`src/rtwc_consts.vh`:
```
// Constants for the reload timer with comparator capture
// Functional notes
// - 16-bit counter in two bytes, split select
// - Clocks: system, system/12, external/8
// - External/8 synchronized except while suspended
// - Counts in suspend, overflow wakes device
// - Sync busy up to three ticks after non-timer wake
// - 16-bit wrap reloads, sets high flag, except in capture
// - Interrupt on full and optional low overflows
// - Split: two 8-bit counters, own reloads
// - Split: run gates high byte only
// - Per-byte select: system or selected clock
// - Split: each byte wrap sets its flag
// - Split interrupts: high, optionally low byte
// - Flags cleared only by software writes
// - Capture only when enabled and not split
// - Comparator rise copies counter, sets flag
// - Low flag on low wrap, every mode
// - External select: system/12 or external/8, system/12 in capture
`ifndef RTWC_CONSTS_VH
`define RTWC_CONSTS_VH
`define RTWC_ADDR_CTRL     8'h00
`define RTWC_ADDR_CNT_LO   8'h04
`define RTWC_ADDR_CNT_HI   8'h08
`define RTWC_ADDR_RL_LO    8'h0C
`define RTWC_ADDR_RL_HI    8'h10
`define RTWC_ADDR_CLKCTL   8'h14
`define RTWC_ADDR_STATUS   8'h18
`define RTWC_BIT_HFLAG     7
`define RTWC_BIT_LFLAG     6
`define RTWC_BIT_LIRQEN    5
`define RTWC_BIT_CAPEN     4
`define RTWC_BIT_SPLIT     3
`define RTWC_BIT_RUN       2
`define RTWC_BIT_XCLK      0
`define RTWC_BIT_LOSEL     0
`define RTWC_BIT_HISEL     1
`define RTWC_BIT_IRQEN     2
`define RTWC_BIT_BUSY      0
`define RTWC_BIT_SUSP      1
`define RTWC_DIV_SYS_LAST  4'hB
`define RTWC_DIV_EXT_LAST  3'h7
`define RTWC_SYNC_TICKS    2'h3
`define RTWC_BYTE_MAX      8'hFF
`define RTWC_RESP_OKAY     2'h0
`define RTWC_RESP_SLVERR   2'h2
`endif

```
`src/rtwc_prescaler.v`:
```
// Tick generator for system/12 and external/8 timer clocks
`timescale 1ns/1ps
`default_nettype none
`include "rtwc_consts.vh"
module rtwc_prescaler (
  input  wire aclk,
  input  wire aresetn,
  input  wire ce,
  input  wire suspend,
  input  wire ext_osc_clk,
  output reg  tick_sys12,
  output reg  tick_ext8
);
  reg [3:0] div_sys;
  reg [2:0] div_ext;
  reg       ext_meta;
  reg       ext_sync;
  reg       ext_sync_q;
  reg       ext_raw_q;
  reg       ext_direct_q;
  wire      edge_sync;
  wire      edge_direct;
  wire      ext_edge;
  // Synchronized edge normally, direct in suspend
  assign edge_sync   = ext_sync & ~ext_sync_q;
  assign edge_direct = ext_raw_q & ~ext_direct_q;
  assign ext_edge    = suspend ? edge_direct : edge_sync;
  always @(posedge aclk) begin
    if (!aresetn) begin
      div_sys      <= 4'h0;
      div_ext      <= 3'h0;
      ext_meta     <= 1'h0;
      ext_sync     <= 1'h0;
      ext_sync_q   <= 1'h0;
      ext_raw_q    <= 1'h0;
      ext_direct_q <= 1'h0;
      tick_sys12   <= 1'h0;
      tick_ext8    <= 1'h0;
    end else if (ce) begin
      ext_meta     <= ext_osc_clk;
      ext_sync     <= ext_meta;
      ext_sync_q   <= ext_sync;
      ext_raw_q    <= ext_osc_clk;
      ext_direct_q <= ext_raw_q;
      if (div_sys == `RTWC_DIV_SYS_LAST) begin
        div_sys    <= 4'h0;
        tick_sys12 <= 1'h1;
      end else begin
        div_sys    <= div_sys + 4'h1;
        tick_sys12 <= 1'h0;
      end
      tick_ext8 <= 1'h0;
      if (ext_edge) begin
        div_ext <= div_ext + 3'h1;
        if (div_ext == `RTWC_DIV_EXT_LAST) begin
          tick_ext8 <= 1'h1;
        end
      end
    end
  end
endmodule // rtwc_prescaler
`default_nettype wire

```
`src/rtwc_top.v`:
```
// Reload timer with split mode and comparator capture, AXI4-Lite slave
`timescale 1ns/1ps
`default_nettype none
`include "rtwc_consts.vh"
module rtwc_top #(
  parameter AW = 8
) (
  input  wire          aclk,
  input  wire          aresetn,
  input  wire          ce,
  input  wire [AW-1:0] s_axi_awaddr,
  input  wire          s_axi_awvalid,
  output wire          s_axi_awready,
  input  wire [31:0]   s_axi_wdata,
  input  wire [3:0]    s_axi_wstrb,
  input  wire          s_axi_wvalid,
  output wire          s_axi_wready,
  output reg  [1:0]    s_axi_bresp,
  output reg           s_axi_bvalid,
  input  wire          s_axi_bready,
  input  wire [AW-1:0] s_axi_araddr,
  input  wire          s_axi_arvalid,
  output wire          s_axi_arready,
  output reg  [31:0]   s_axi_rdata,
  output reg  [1:0]    s_axi_rresp,
  output reg           s_axi_rvalid,
  input  wire          s_axi_rready,
  input  wire          suspend,
  input  wire          ext_osc_clk,
  input  wire          comparator_out,
  output reg           timer_irq,
  output reg           wake
);
  reg        high_overflow_flag;
  reg        low_overflow_flag;
  reg        low_overflow_irq_enable;
  reg        comparator_capture_enable;
  reg        split_mode_select;
  reg        run_control;
  reg        external_clock_select;
  reg        low_byte_clock_select;
  reg        high_byte_clock_select;
  reg        timer_irq_enable;
  reg [7:0]  count_low_byte;
  reg [7:0]  count_high_byte;
  reg [7:0]  reload_low_byte;
  reg [7:0]  reload_high_byte;
  reg        sync_busy_flag;
  reg [1:0]  busy_ticks;
  reg        suspend_q;
  reg        wake_sent;
  reg        comp_q;
  reg [7:0]  next_lo;
  reg [7:0]  next_hi;
  reg [7:0]  next_rl_lo;
  reg [7:0]  next_rl_hi;
  reg        set_high;
  reg        set_low;
  reg [31:0] read_word;
  reg        read_hit;
  wire       tick_sys12;
  wire       tick_ext8;
  wire       wr_fire;
  wire       rd_fire;
  wire [7:0] wr_addr;
  wire [7:0] rd_addr;
  wire [7:0] wbyte;
  wire       wr_lane;
  wire       wr_ctrl;
  wire       wr_clk;
  wire       wr_cnt_lo;
  wire       wr_cnt_hi;
  wire       wr_rl_lo;
  wire       wr_rl_hi;
  wire       wr_hit;
  wire       capture_mode;
  wire       xclk_eff;
  wire       lo_tick;
  wire       hi_tick;
  wire       comp_rise;
  wire       wake_event;
  wire       other_wake;

  rtwc_prescaler u_prescaler (
    .aclk        (aclk),
    .aresetn     (aresetn),
    .ce          (ce),
    .suspend     (suspend),
    .ext_osc_clk (ext_osc_clk),
    .tick_sys12  (tick_sys12),
    .tick_ext8   (tick_ext8)
  );

  // Write and read handshakes
  assign wr_fire       = ce & s_axi_awvalid & s_axi_wvalid & ~s_axi_bvalid;
  assign s_axi_awready = wr_fire;
  assign s_axi_wready  = wr_fire;
  assign rd_fire       = ce & s_axi_arvalid & ~s_axi_rvalid;
  assign s_axi_arready = rd_fire;
  assign wr_addr       = s_axi_awaddr[7:0];
  assign rd_addr       = s_axi_araddr[7:0];
  assign wbyte         = s_axi_wdata[7:0];
  assign wr_lane       = wr_fire & s_axi_wstrb[0];
  assign wr_ctrl       = wr_lane & (wr_addr == `RTWC_ADDR_CTRL);
  assign wr_clk        = wr_lane & (wr_addr == `RTWC_ADDR_CLKCTL);
  // Counter and reload writes blocked while busy
  assign wr_cnt_lo = wr_lane & ~sync_busy_flag & (wr_addr == `RTWC_ADDR_CNT_LO);
  assign wr_cnt_hi = wr_lane & ~sync_busy_flag & (wr_addr == `RTWC_ADDR_CNT_HI);
  assign wr_rl_lo  = wr_lane & ~sync_busy_flag & (wr_addr == `RTWC_ADDR_RL_LO);
  assign wr_rl_hi  = wr_lane & ~sync_busy_flag & (wr_addr == `RTWC_ADDR_RL_HI);
  assign wr_hit    = (wr_addr == `RTWC_ADDR_CTRL) | (wr_addr == `RTWC_ADDR_CNT_LO) |
                     (wr_addr == `RTWC_ADDR_CNT_HI) | (wr_addr == `RTWC_ADDR_RL_LO) |
                     (wr_addr == `RTWC_ADDR_RL_HI) | (wr_addr == `RTWC_ADDR_CLKCTL) |
                     (wr_addr == `RTWC_ADDR_STATUS);

  // Capture only with enable set and split clear
  assign capture_mode = comparator_capture_enable & ~split_mode_select;
  // External select, no external clock in capture
  assign xclk_eff = external_clock_select & ~capture_mode;
  // Per-byte system clock or selected clock
  assign lo_tick = low_byte_clock_select ? 1'h1 : (xclk_eff ? tick_ext8 : tick_sys12);
  assign hi_tick = high_byte_clock_select ? 1'h1 : (xclk_eff ? tick_ext8 : tick_sys12);
  assign comp_rise = comparator_out & ~comp_q;

  // Counter, reload and flag events
  always @* begin
    next_lo    = count_low_byte;
    next_hi    = count_high_byte;
    next_rl_lo = wr_rl_lo ? wbyte : reload_low_byte;
    next_rl_hi = wr_rl_hi ? wbyte : reload_high_byte;
    set_high   = 1'h0;
    set_low    = 1'h0;
    if (capture_mode) begin
      // Comparator rise copies counter to reload
      if (comp_rise) begin
        next_rl_lo = count_low_byte;
        next_rl_hi = count_high_byte;
        set_high   = 1'h1;
      end
      if (run_control & lo_tick) begin
        {next_hi, next_lo} = {count_high_byte, count_low_byte} + 16'h0001;
        // Low wrap flag in capture mode
        set_low = (count_low_byte == `RTWC_BYTE_MAX);
      end
    end else if (!split_mode_select) begin
      // 16-bit wrap reloads and sets high flag
      if (run_control & lo_tick) begin
        if ({count_high_byte, count_low_byte} == {`RTWC_BYTE_MAX, `RTWC_BYTE_MAX}) begin
          next_lo  = reload_low_byte;
          next_hi  = reload_high_byte;
          set_high = 1'h1;
        end else begin
          {next_hi, next_lo} = {count_high_byte, count_low_byte} + 16'h0001;
        end
        // Low wrap flag in 16-bit mode
        set_low = (count_low_byte == `RTWC_BYTE_MAX);
      end
    end else begin
      // Low byte always runs in split mode
      if (lo_tick) begin
        if (count_low_byte == `RTWC_BYTE_MAX) begin
          next_lo = reload_low_byte;
          // Low byte wrap sets low flag
          set_low = 1'h1;
        end else begin
          next_lo = count_low_byte + 8'h01;
        end
      end
      // Run control gates high byte only
      if (run_control & hi_tick) begin
        if (count_high_byte == `RTWC_BYTE_MAX) begin
          next_hi  = reload_high_byte;
          // High byte wrap sets high flag
          set_high = 1'h1;
        end else begin
          next_hi = count_high_byte + 8'h01;
        end
      end
    end
    if (wr_cnt_lo) begin
      next_lo = wbyte;
    end
    if (wr_cnt_hi) begin
      next_hi = wbyte;
    end
  end

  assign wake_event = suspend & (set_high | (low_overflow_irq_enable & set_low));
  assign other_wake = suspend_q & ~suspend & ~wake_sent;

  // Register read mux
  always @* begin
    read_word = 32'h00000000;
    read_hit  = 1'h1;
    case (rd_addr)
      `RTWC_ADDR_CTRL: begin
        read_word[`RTWC_BIT_HFLAG]  = high_overflow_flag;
        read_word[`RTWC_BIT_LFLAG]  = low_overflow_flag;
        read_word[`RTWC_BIT_LIRQEN] = low_overflow_irq_enable;
        read_word[`RTWC_BIT_CAPEN]  = comparator_capture_enable;
        read_word[`RTWC_BIT_SPLIT]  = split_mode_select;
        read_word[`RTWC_BIT_RUN]    = run_control;
        read_word[`RTWC_BIT_XCLK]   = external_clock_select;
      end
      `RTWC_ADDR_CNT_LO: read_word[7:0] = count_low_byte;
      `RTWC_ADDR_CNT_HI: read_word[7:0] = count_high_byte;
      `RTWC_ADDR_RL_LO:  read_word[7:0] = reload_low_byte;
      `RTWC_ADDR_RL_HI:  read_word[7:0] = reload_high_byte;
      `RTWC_ADDR_CLKCTL: begin
        read_word[`RTWC_BIT_LOSEL] = low_byte_clock_select;
        read_word[`RTWC_BIT_HISEL] = high_byte_clock_select;
        read_word[`RTWC_BIT_IRQEN] = timer_irq_enable;
      end
      `RTWC_ADDR_STATUS: begin
        read_word[`RTWC_BIT_BUSY] = sync_busy_flag;
        read_word[`RTWC_BIT_SUSP] = suspend_q;
      end
      default: read_hit = 1'h0;
    endcase
  end

  always @(posedge aclk) begin
    if (!aresetn) begin
      high_overflow_flag        <= 1'h0;
      low_overflow_flag         <= 1'h0;
      low_overflow_irq_enable   <= 1'h0;
      comparator_capture_enable <= 1'h0;
      split_mode_select         <= 1'h0;
      run_control               <= 1'h0;
      external_clock_select     <= 1'h0;
      low_byte_clock_select     <= 1'h0;
      high_byte_clock_select    <= 1'h0;
      timer_irq_enable          <= 1'h0;
      count_low_byte            <= 8'h00;
      count_high_byte           <= 8'h00;
      reload_low_byte           <= 8'h00;
      reload_high_byte          <= 8'h00;
      sync_busy_flag            <= 1'h0;
      busy_ticks                <= 2'h0;
      suspend_q                 <= 1'h0;
      wake_sent                 <= 1'h0;
      comp_q                    <= 1'h0;
      timer_irq                 <= 1'h0;
      wake                      <= 1'h0;
      s_axi_bvalid              <= 1'h0;
      s_axi_bresp               <= `RTWC_RESP_OKAY;
      s_axi_rvalid              <= 1'h0;
      s_axi_rresp               <= `RTWC_RESP_OKAY;
      s_axi_rdata               <= 32'h00000000;
    end else if (ce) begin
      comp_q          <= comparator_out;
      suspend_q       <= suspend;
      // Two byte registers form the counter
      count_low_byte   <= next_lo;
      count_high_byte  <= next_hi;
      reload_low_byte  <= next_rl_lo;
      reload_high_byte <= next_rl_hi;
      // Flags set by hardware, cleared by software
      high_overflow_flag <= (wr_ctrl ? wbyte[`RTWC_BIT_HFLAG] : high_overflow_flag) | set_high;
      low_overflow_flag  <= (wr_ctrl ? wbyte[`RTWC_BIT_LFLAG] : low_overflow_flag) | set_low;
      if (wr_ctrl) begin
        low_overflow_irq_enable   <= wbyte[`RTWC_BIT_LIRQEN];
        comparator_capture_enable <= wbyte[`RTWC_BIT_CAPEN];
        split_mode_select         <= wbyte[`RTWC_BIT_SPLIT];
        run_control               <= wbyte[`RTWC_BIT_RUN];
        external_clock_select     <= wbyte[`RTWC_BIT_XCLK];
      end
      if (wr_clk) begin
        low_byte_clock_select  <= wbyte[`RTWC_BIT_LOSEL];
        high_byte_clock_select <= wbyte[`RTWC_BIT_HISEL];
        timer_irq_enable       <= wbyte[`RTWC_BIT_IRQEN];
      end
      // Interrupt on high flag, low flag if enabled
      // Same shared interrupt in split mode
      timer_irq <= timer_irq_enable &
                   (high_overflow_flag | (low_overflow_irq_enable & low_overflow_flag));
      // Wake pulse on overflow in suspend
      wake <= wake_event;
      if (wake_event) begin
        wake_sent <= 1'h1;
      end else if (!suspend) begin
        wake_sent <= 1'h0;
      end
      // Busy for three external ticks after other wake
      if (other_wake) begin
        sync_busy_flag <= 1'h1;
        busy_ticks     <= 2'h0;
      end else if (sync_busy_flag & tick_ext8) begin
        if (busy_ticks == `RTWC_SYNC_TICKS - 2'h1) begin
          sync_busy_flag <= 1'h0;
        end
        busy_ticks <= busy_ticks + 2'h1;
      end
      // Write response
      if (wr_fire) begin
        s_axi_bvalid <= 1'h1;
        s_axi_bresp  <= wr_hit ? `RTWC_RESP_OKAY : `RTWC_RESP_SLVERR;
      end else if (s_axi_bready) begin
        s_axi_bvalid <= 1'h0;
      end
      // Read response
      if (rd_fire) begin
        s_axi_rvalid <= 1'h1;
        s_axi_rdata  <= read_word;
        s_axi_rresp  <= read_hit ? `RTWC_RESP_OKAY : `RTWC_RESP_SLVERR;
      end else if (s_axi_rready) begin
        s_axi_rvalid <= 1'h0;
      end
    end
  end
endmodule // rtwc_top
`default_nettype wire

```
`config.mk`:
```
export PLATFORM = sky130hd
export DESIGN_NAME = rtwc_top
export DESIGN_NICKNAME = d
export VERILOG_FILES = /design/src/rtwc_prescaler.v /design/src/rtwc_top.v
export VERILOG_INCLUDE_DIRS = /design/src /design/src/src
export SDC_FILE = /design/constraint.sdc
export NUM_CORES = 1
export LEC_CHECK = 0
export ABC_CLOCK_PERIOD_IN_PS = 3050
export BUFFER_PORTS_ARGS = -buffer_cell sky130_fd_sc_hd__buf_4
export CAP_MARGIN = 10
export CORE_UTILIZATION = 55
export DETAILED_ROUTE_END_ITERATION = 16
export GPL_TIMING_DRIVEN = 0
export PLACE_DENSITY = 0.81
export SYNTH_ARGS = -nofsm -noshare
export SYNTH_HDL_FRONTEND = slang
export SYNTH_SLANG_ARGS = --single-unit
```
`constraint.sdc`:
```
create_clock -name aclk -period 3.05 [get_ports aclk]
set_clock_uncertainty 0.2 [all_clocks]
set_input_delay 0.61 -clock aclk [delete_from_list [all_inputs] [get_ports aclk]]
set_output_delay 0.61 -clock aclk [all_outputs]
set_load 0.05 [all_outputs]
```
==> reports/qor.txt, run 1 <==
Reg area: 1480 sq um
Reg2reg path depth: 7
# IOs: 106
Req. time, crit path: 3160 ps
Synth top cells by count: 74 x dfxtp_1, 42 x o21ai_0, 38 x nand2_1, 36 x a21oi_1, 32 x mux2i_1
Yosys top cell area share: 31.8%
Grt peak-use layer: met2
Total CTS buffers: 9
Post-synth EDFFs: 0
Met1 Usage GRT: 42.9%
Dpl hpwl: 10.4 mm
Crit Path Category: reg2reg
Area after DPL: 5240 sq um
Initial Utilization: 56.6%
CTS root buf: clkbuf_8
Reg2reg end: count_high_byte[1]$_SDFFE_PN0P_
Vias in the first global route: 4,382
Hold_buf cts: 0
P_leak: 2.22 nW
GRT overflow: 0
Status: complete, no violations
Post-synth top area cell: dfxtp_1
Worst VDD drop: 0.234 mV
Relative slew slack: 45.3%
First DRT Iteration DRCs: 645
Final nets: 713
Hold WS: 265 ps
Reg2reg start: count_high_byte[1]$_SDFFE_PN0P_
Post-Route WL: 14.5 mm
Antenna violations before repair: 0
CTS tree: yes
Met2 usage: 53.3%
Antenna viol nets, final: 0
Worst Setup End Kind: flop
Drt wl/cell: 19.3 um
Hold_sp: wake_sent$_SDFFE_PN0P_
DRC: 0
Hold path depth: 2
Via Count: 4,752
Number of distinct library cells after synthesis: 67
Slew @ Worst Pin: 800 ps
Share of layout cells above drive strength 1: 20.8%
RSZ-0062 raised after global routing: no
Final max-slew violation count: 0
Ant diodes: 0
Fin util: 66.3%
RD Place Congestion: 0.978
Flop-to-flop setup slack: 250 ps
Min Tclk post-route: 2800 ps
Port Buffers: 48
First-pass GRT wire length: 22.5 mm
Max-cap violations: 0
Setup_tns: 0 ps
Sequential fraction of the synthesis area: 31.8%
Placed insts: 740
Final Hold Viols: 0
Row count: 33
Total setup buffers inserted after CTS: 0
Worst Hold Endpoint: wake_sent$_SDFFE_PN0P_
Total track usage: 33.8%
Most frequent cell after synthesis: dfxtp_1
Hold Path Class: reg2reg
Seq cells post-synth: 74
Final period utilization: 91.8%
H-tree Lvls: 3
Die area: 8830 sq um
Vias per cell: 6.30
Fillers: 714
Max Root-Sink Buffers: 2
Reg clk slew, reported paths: 90 ps
Crit-path max FO: 7
Overall power: 2.13 mW
Synth Instances: 562
Sink Count: 74
Largest net degree at the start of global routing: 16
Area of the multi-input gates: 2840 sq um
Met3 usage: 6.23%
Core Region: 8220 sq um
Placement Setup Slack: -66.1 ps
Area Overhead vs Synth: 17.0%
Layout Cells excl Fill: 754
Syn Area/Cell: 8.28 sq um
Final instance area: 5440 sq um
Mapped Area: 4650 sq um
Worst EP arrival: 2910 ps
Final setup vio count: 0
Die Height: 94.0 um
DR pass1 iterations: 6
Asr flop ratio synth: 0%
Clk_lat worst skew: 380 ps
PnR worst setup slack: 249 ps
Crit path launch type: flop
Dominant synthesized flop cell: dfxtp_1
Largest cells by area after synthesis: dfxtp_1 32%, mux2i_1 6.9%, buf_4 4.5%
Die width: 94.0 um
Pwr Density: 392 nW/um^2
Max Fclk: 0.357 GHz
Yosys warns: 0
## sequential cells by signal, indices dropped and copies added, names as in the netlist, 2 cells and up
name	count
busy_ticks	2
u_prescaler.div_ext	3
u_prescaler.div_sys	4
s_axi_rdata	8
count_low_byte	8
count_high_byte	8
reload_high_byte	8
reload_low_byte	8
## timing repair
action / in CTS / in global routing
endpoints found under the setup margin: 0 / 5
gates resized for setup: 0 / 2
endpoints found under the hold margin: 0 / 0
## layer usage
metal  routed length (um)  part of all wire, %
met1                 5880                   41
met2                 6570                   45
met3                 1430                  9.9
met4                  631                  4.3
met5                    0                    0
## critical path: stages, from the launching register on
cell	delay, ps
dfxtp_1	550
ha_1	320
nand4_1	230
nor3_2	470
a21oi_1	260
a2111oi_0	470
a21oi_1	70
a21oi_1	150
## area by class of cell
cell class,instances,share of cell area (%)
inverters,8,0.552
well taps,105,2.41
clock buffers,9,2.28
flip-flops and latches,74,27.2
repair buffers,48,6.62
clock inverters,7,1.54
plain buffers,71,7.24
multi-input cells,432,52.1
## where the power goes
group | total, mW | internal [mW] | leakage, nW | switching, mW
logic | 0.308 | 0.102 | 1.52 | 0.206
clock network | 0.834 | 0.394 | 0.103 | 0.440
registers | 0.990 | 0.979 | 0.598 | 0.0105
## cell families after synthesis
| kind of cell | Yosys count | share of synthesized area [%] |
|---|---|---|
| AOI/OAI and AO/OA | 171 | 24.4 |
| xor gates and xnor gates | 17 | 3.20 |
| adders and majority gates | 6 | 1.61 |
| buffers and inverters | 81 | 9.28 |
| DFF | 74 | 31.8 |
| muxes | 39 | 8.82 |
| other | 1 | 0.0806 |
| and+or+nand+nor | 173 | 20.7 |
## cells in the final DEF (no fill, tap or decap), types with 4 or more instances in the layout
cell type | Yosys | routed
a31oi_1 | 9 | 9
o211ai_1 | 9 | 9
conb_1 | 1 | 26
mux2_2 | 6 | 6
nor4_1 | 5 | 5
o21ai_0 | 42 | 42
xnor2_1 | 9 | 9
and3_1 | 6 | 5
a21boi_0 | 7 | 7
xor2_1 | 8 | 8
o22ai_2 | 8 | 8
buf_4 | 28 | 76
nor2_1 | 24 | 24
nor3b_1 | 4 | 4
nor2b_1 | 24 | 24
clkbuf_8 | 0 | 9
a2111oi_0 | 7 | 7
mux2i_1 | 32 | 32
ha_1 | 6 | 6
nand3_1 | 16 | 16
a211oi_1 | 7 | 7
o22ai_1 | 16 | 16
a21oi_1 | 36 | 36
and2_1 | 4 | 4
buf_2 | 12 | 12
nor3_1 | 17 | 16
nand2b_1 | 5 | 5
dfxtp_1 | 74 | 74
nand2_1 | 38 | 38
clkbuf_1 | 31 | 29
inv_1 | 7 | 7
nand4_1 | 8 | 8
## how the worst max path moves through the flow
| stage | startpoint | end | slack (ps) | depth (start not counted) |
|---|---|---|---|---|
| after floorplan | ce | reload_high_byte[6]$_SDFFE_PN0P_ | 130 | 8 |
| final | count_high_byte[1]$_SDFFE_PN0P_ | count_high_byte[1]$_SDFFE_PN0P_ | 250 | 7 |
| after global routing | s_axi_awaddr[1] | count_high_byte[6]$_SDFFE_PN0P_ | 90 | 9 |
| after detailed placement | s_axi_awaddr[1] | count_high_byte[6]$_SDFFE_PN0P_ | -70 | 9 |
| after global placement | s_axi_awaddr[1] | count_high_byte[6]$_SDFFE_PN0P_ | -40 | 9 |
| after CTS | count_low_byte[1]$_SDFFE_PN0P_ | count_high_byte[3]$_SDFFE_PN0P_ | 60 | 9 |
Note: power is estimated with default switching activity, not from simulation.
==> run 2, diff against run 1 <==
--- a/config.mk
+++ b/config.mk
@@ -10,9 +10,11 @@
 export BUFFER_PORTS_ARGS = -buffer_cell sky130_fd_sc_hd__buf_4
 export CAP_MARGIN = 10
 export CORE_UTILIZATION = 55
+export CTS_BUF_LIST = sky130_fd_sc_hd__clkbuf_4
 export DETAILED_ROUTE_END_ITERATION = 16
 export GPL_TIMING_DRIVEN = 0
 export PLACE_DENSITY = 0.81
 export SYNTH_ARGS = -nofsm -noshare
 export SYNTH_HDL_FRONTEND = slang
+export SYNTH_HIERARCHICAL = 1
 export SYNTH_SLANG_ARGS = --single-unit
==> reports/qor.txt, run 2 <==
Most common cell after layout, fill and taps aside: buf_4
DR pass1 iterations: 6
Post-Route WL: 14.0 mm
Total CTS buffers: 9
Largest cells by area after synthesis: dfxtp_1 32%, mux2i_1 5.6%, nand2_1 5.2%
DRC: 0
CTS tree: yes
Die width: 93.6 um
RSZ-0062 raised after global routing: no
CTS root buf: clkbuf_4
Synth top cells by count: 74 x dfxtp_1, 64 x nand2_1, 46 x o21ai_0, 45 x a21oi_1, 39 x nor2_1
Min Tclk post-route: 2820 ps
Final nets: 734
# IOs: 106
CP Depth: 6
Seq cells post-synth: 74
Area after DPL: 5210 sq um
Post-synth top area cell: dfxtp_1
Initial Utilization: 56.4%
Row count: 33
Hold Path Class: in2reg
Crit-path cells: buf_4 -> buf_4 -> nand2_1 -> nor2_2 -> clkbuf_1 -> buf_4
Via Count: 4,727
Port Buffers: 49
Dominant synthesized flop cell: dfxtp_1
Max-cap violations: 0
H-tree Lvls: 3
Crit Path Category: in2out
GRT overflow: 0
Crit path max-delay family: buffers and inverters
CP max stage cell: clkbuf_1
Reg2reg end: count_low_byte[5]$_SDFFE_PN0P_
Internal power: 1.34 mW
Ant diodes: 0
Worst EP arrival: 2010 ps
First-pass GRT wire length: 21.9 mm
Crit-path max FO: 10
Antenna violations before repair: 0
Yosys top cell area share: 32.1%
CP bufs+invs: 4
Synth Instances: 580
Reg clk slew, reported paths: 140 ps
Relative slew slack: 52.3%
Max Fclk: 0.354 GHz
First DRT Iteration DRCs: 515
Comb power frac: 16.1%
Overall power: 1.96 mW
Number of distinct library cells after synthesis: 71
Placed insts: 759
Hold WS: 229 ps
Most used cell, CP: buf_4
CP Launch Point: ce
Total track usage: 33.1%
Largest net degree at the start of global routing: 15
Clk pwr share: 33.1%
Sequential share of power: 50.8%
Drt wl/cell: 18.0 um
Share of layout cells above drive strength 1: 19.6%
Final max-slew violation count: 0
Reg2reg path depth: 8
Clk_lat worst skew: 440 ps
PnR worst setup slack: 226 ps
Vias per cell: 6.10
Most frequent cells in the layout: 80 x buf_4, 74 x dfxtp_1, 64 x nand2_1
Final Hold Viols: 0
P_leak: 2.11 nW
Critical Path Max Stage Delay: 400 ps
Setup_tns: 0 ps
Fin util: 65.5%
Final period utilization: 92.6%
Worst VDD drop: 0.248 mV
Status: complete, no violations
Worst Setup End Kind: primary output
Syn Area/Cell: 7.96 sq um
Net switching power: 621 uW
Core Region: 8180 sq um
Dpl hpwl: 10.2 mm
Slew @ Worst Pin: 715 ps
Mapped Area: 4610 sq um
Reg2reg start: count_high_byte[1]$_SDFFE_PN0P_
Most frequent cell after synthesis: dfxtp_1
Post-synth EDFFs: 0
Antenna viol nets, final: 0
Sink Count: 74
Sequential fraction of the synthesis area: 32.1%
Pwr Density: 366 nW/um^2
Final setup vio count: 0
Yosys warns: 6
Crit path launch type: primary input
Placement Setup Slack: 103 ps
Final instance area: 5350 sq um
Area Overhead vs Synth: 16.0%
RD Place Congestion: 0.974
Vias in the first global route: 4,076
Die area: 8760 sq um
Total setup buffers inserted after CTS: 0
Crit path to: s_axi_arready
Flop-to-flop setup slack: 430 ps
Net Sw Frac: 31.7%
Asr flop ratio synth: 0%
Req. time, crit path: 2240 ps
Die Height: 93.6 um
Layout Cells excl Fill: 775
Max Root-Sink Buffers: 2
-- run 2: cell types whose count changed after synthesis, sizes merged, moves of 5 or more --
| cell | previous run | this run |
|---|---|---|
| a2111oi | 7 | 1 |
| a21boi | 9 | 3 |
| a21oi | 36 | 46 |
| a22oi | 3 | 9 |
| a31oi | 9 | 14 |
| clkbuf | 31 | 22 |
| mux2i | 32 | 26 |
| nand2 | 38 | 66 |
| nand3 | 16 | 25 |
| nor2 | 24 | 40 |
| nor2b | 24 | 10 |
| nor3 | 17 | 11 |
| o21ai | 45 | 55 |
| o22ai | 24 | 18 |
-- run 2: final cells by class --
type / count / area, sq um
flip-flops and latches: 74 / 1480
plain buffers: 67 / 412
repair buffers: 49 / 368
inverters: 9 / 33.8
fillers: 741 / 2820
clock inverters: 7 / 76.3
clock buffers: 9 / 67.6
well taps: 105 / 131
multi-input cells: 455 / 2780
-- run 2: worst min path at each step --
| stage | startpoint | to | slack (ps) | cells past startpoint |
|---|---|---|---|---|
| finish | ext_osc_clk | u_prescaler/ext_raw_q$_SDFFE_PN0P_ | 230 | 3 |
| global route | ext_osc_clk | u_prescaler/ext_raw_q$_SDFFE_PN0P_ | 230 | 3 |
| CTS | ext_osc_clk | u_prescaler/ext_raw_q$_SDFFE_PN0P_ | 220 | 3 |
| detailed placement | wake_sent$_SDFFE_PN0P_ | wake_sent$_SDFFE_PN0P_ | 250 | 2 |
| global placement | wake_sent$_SDFFE_PN0P_ | wake_sent$_SDFFE_PN0P_ | 240 | 2 |
| floorplan | wake_sent$_SDFFE_PN0P_ | wake_sent$_SDFFE_PN0P_ | 230 | 2 |
-- run 2: what timing repair did --
item	in CTS	in global routing
resized for setup	0	1
hold buffers	0	0
setup endpoints to repair	0	1
-- run 2: worst reg2reg max path, cell delays in order, from the launching register on --
cell,delay [ps]
dfxtp_1,530
ha_1,320
nand4_2,230
nor3_4,290
o21a_4,180
buf_12,130
mux2_4,310
a221oi_1,260
nor2_1,80
-- run 2: power groups by stage --
stage / sequential [mW] / clock, mW / combinational, mW
2_1_floorplan: 1.04 / 0 / 0.183
3_3_place_gp: 1.01 / 0 / 0.306
3_5_place_dp: 1.01 / 0 / 0.311
4_1_cts: 0.993 / 0.659 / 0.311
5_1_grt: 0.996 / 0.701 / 0.334
6_report: 0.994 / 0.649 / 0.315
-- run 2: cells by family (layout without fill, tap and decap cells) --
family                   after synthesis  in the layout  synth area share (%)
AND/OR/NAND/NOR                      198            198                  22.4
flip-flops                            74             74                  32.1
XOR/XNOR                              15             15                  2.85
multiplexers                          31             31                  7.27
buffers and inverters                 76            141                  9.65
adder cells (fa/ha/maj)                6              6                  1.63
other                                  1             26                0.0813
AO/OA/AOI/OAI                        179            179                  24.0
-- run 2: layer usage --
layer,vias up,wire length [um],GRT usage [%]
met5,-,0,0
met4,0,552,12.3
met3,45,1270,6.99
met2,284,6110,50.1
met1,2167,6040,46.0
li1,2231,-,-
==> run 3, diff against run 2 <==
--- a/config.mk
+++ b/config.mk
@@ -6,14 +6,14 @@
 export SDC_FILE = /design/constraint.sdc
 export NUM_CORES = 1
 export LEC_CHECK = 0
+export ABC_AREA = 1
 export ABC_CLOCK_PERIOD_IN_PS = 3050
 export BUFFER_PORTS_ARGS = -buffer_cell sky130_fd_sc_hd__buf_4
 export CAP_MARGIN = 10
-export CORE_UTILIZATION = 55
+export CORE_UTILIZATION = 35
 export CTS_BUF_LIST = sky130_fd_sc_hd__clkbuf_4
 export DETAILED_ROUTE_END_ITERATION = 16
 export GPL_TIMING_DRIVEN = 0
-export PLACE_DENSITY = 0.81
 export SYNTH_ARGS = -nofsm -noshare
 export SYNTH_HDL_FRONTEND = slang
 export SYNTH_HIERARCHICAL = 1
==> reports/qor.txt, run 3 <==
Status: complete, no violations
Largest family of logic cells by synthesized area: simple AND/OR/NAND/NOR gates
Reg area: 1480 sq um
Yosys warns: 6
Met1 Usage GRT: 32.6%
Worst VDD drop: 0.282 mV
Area after DPL: 5750 sq um
Pwr Density: 356 nW/um^2
Dominant synthesized flop cell: dfxtp_1
Area Overhead vs Synth: 17.4%
Area of the multi-input gates: 2980 sq um
Core Region: 13,900 sq um
Final max-slew violation count: 0
Max Fclk: 0.402 GHz
Simple-gate share of the synthesized area: 34.2%
Slew @ Worst Pin: 786 ps
Sequential fraction of the synthesis area: 29.4%
GRT overflow: 0
Asr flop ratio synth: 0%
Port Buffers: 52
Final nets: 955
Clk_lat worst skew: 490 ps
Setup_tns: 0 ps
Hold WS: 146 ps
Crit path launch type: primary input
Most common cell after layout, fill and taps aside: nand2_1
Max-cap violations: 0
Initial Utilization: 36.1%
Antenna violations before repair: 0
First DRT Iteration DRCs: 502
Crit Path Category: in2out
Largest cells by area after synthesis: dfxtp_1 29%, nand2_1 14%, a21oi_1 7.1%
Ant diodes: 0
Final Hold Viols: 0
Die area: 14,900 sq um
Final setup vio count: 0
Synth top cells by count: 191 x nand2_1, 91 x nor2_1, 83 x inv_1, 74 x dfxtp_1, 71 x a21oi_1
Sink Count: 74
Post-Synth XOR/XNOR Area: 1.04%
Relative slew slack: 47.6%
Vias per cell: 5.07
Mux contribution to synthesized area: 0%
CTS tree: yes
Post-synth top area cell: dfxtp_1
P_leak: 2.82 nW
RSZ-0062 raised after global routing: no
Min Tclk post-route: 2490 ps
Vias in the first global route: 4,789
Final period utilization: 81.6%
Most frequent cells in the layout: 191 x nand2_1, 91 x nor2_1, 83 x inv_1
Antenna viol nets, final: 0
Post-synth EDFFs: 0
Post-Route WL: 16.7 mm
DRC: 0
Grt peak-use layer: met2
DR pass1 iterations: 5
Drt wl/cell: 15.6 um
Total track usage: 23.4%
Post-synthesis compound-gate area fraction: 20.5%
Crit-path max FO: 10
Max Root-Sink Buffers: 2
Fin util: 42.4%
Hold Path Class: in2reg
Die width: 122 um
Met3 usage: 3.89%
Die Height: 122 um
Largest net degree at the start of global routing: 15
Reg clk slew, reported paths: 140 ps
Dpl hpwl: 12.8 mm
Fillers: 1,540
Final instance area: 5910 sq um
Syn Area/Cell: 6.31 sq um
CTS resizes: 0
Worst Setup End Kind: primary output
Yosys top cell area share: 29.4%
H-tree Lvls: 3
Req. time, crit path: 2240 ps
# IOs: 106
Worst EP arrival: 1680 ps
Share of layout cells above drive strength 1: 15.9%
CTS root buf: clkbuf_4
Met2 usage: 35.6%
Hold_buf cts: 0
Total CTS buffers: 9
Number of distinct library cells after synthesis: 43
Seq cells post-synth: 74
RD Place Congestion: 0.962
First-pass GRT wire length: 26.0 mm
Most frequent cell after synthesis: nand2_1
Synth Instances: 798
Mapped Area: 5040 sq um
Adder-cell share of the synthesized area: 1.49%
Row count: 43
Total setup buffers inserted after CTS: 0
Via Count: 5,425
[run 3: cell count changes after synthesis, sizes merged, moves of 14 or more]
cell / change
a21oi: +26
a31oi: -14
inv: +81
mux2i: -26
nand2: +141
nand3: +27
nor2: +56
o21ai: +30
o21bai: +16
[run 3: path summary, 6_finish.rpt]
path                                                       from                                 end  slack [ps]  cells after the start
worst max-delay path                                         ce                       s_axi_arready         560                      5
worst min-delay path                                ext_osc_clk  u_prescaler/ext_raw_q$_SDFFE_PN0P_         150                      3
worst max register to register  count_high_byte[1]$_SDFFE_PN0P_     count_high_byte[4]$_SDFFE_PN0P_         770                     12
worst min register to register       busy_ticks[1]$_SDFFE_PN0P_          busy_ticks[1]$_SDFFE_PN0P_         260                      2
[run 3: cell families after synthesis]
| kind of cell | Yosys count |
|---|---|
| buffers and inverters | 140 |
| other | 1 |
| xor gates and xnor gates | 6 |
| and+or+nand+nor | 381 |
| adders and majority gates | 6 |
| AOI/OAI and AO/OA | 190 |
| DFF | 74 |
[run 3: metal layers]
metal  wire (um)  up-vias
met5           0        -
met4         500        0
met3        1350       29
met2        7190      239
met1        7670     2424
li1            -     2733
[run 3: cell type report]
cell class	count	area share, %
Sequential cell	74	25.1
Buffer	48	5.40
Timing Repair Buffer	52	6.60
Clock inverter	7	1.69
Tap cell	180	3.81
Multi-Input combinational cell	609	50.4
Clock buffer	9	1.14
Inverter	92	5.90
[run 3: report_power, final]
part	switching, mW	internal [mW]
sequential	0.0120	0.986
combinational	0.232	0.104
clock	0.432	0.341
total	0.677	1.43
[run 3: worst max-delay path, stage by stage]
cell and delay [ps]:
buf_4 170, nand2_1 80, nor2_1 170, clkbuf_1 370
buf_4 280
[run 3: stage by stage]
step	setup WS (ps)	instances	power, mW
6_report	561	1071	2.11
5_1_grt	445	1071	2.17
4_1_cts	531	1071	2.11
3_5_place_dp	537	1055	1.35
3_3_place_gp	544	1055	1.35
2_1_floorplan	772	823	1.25
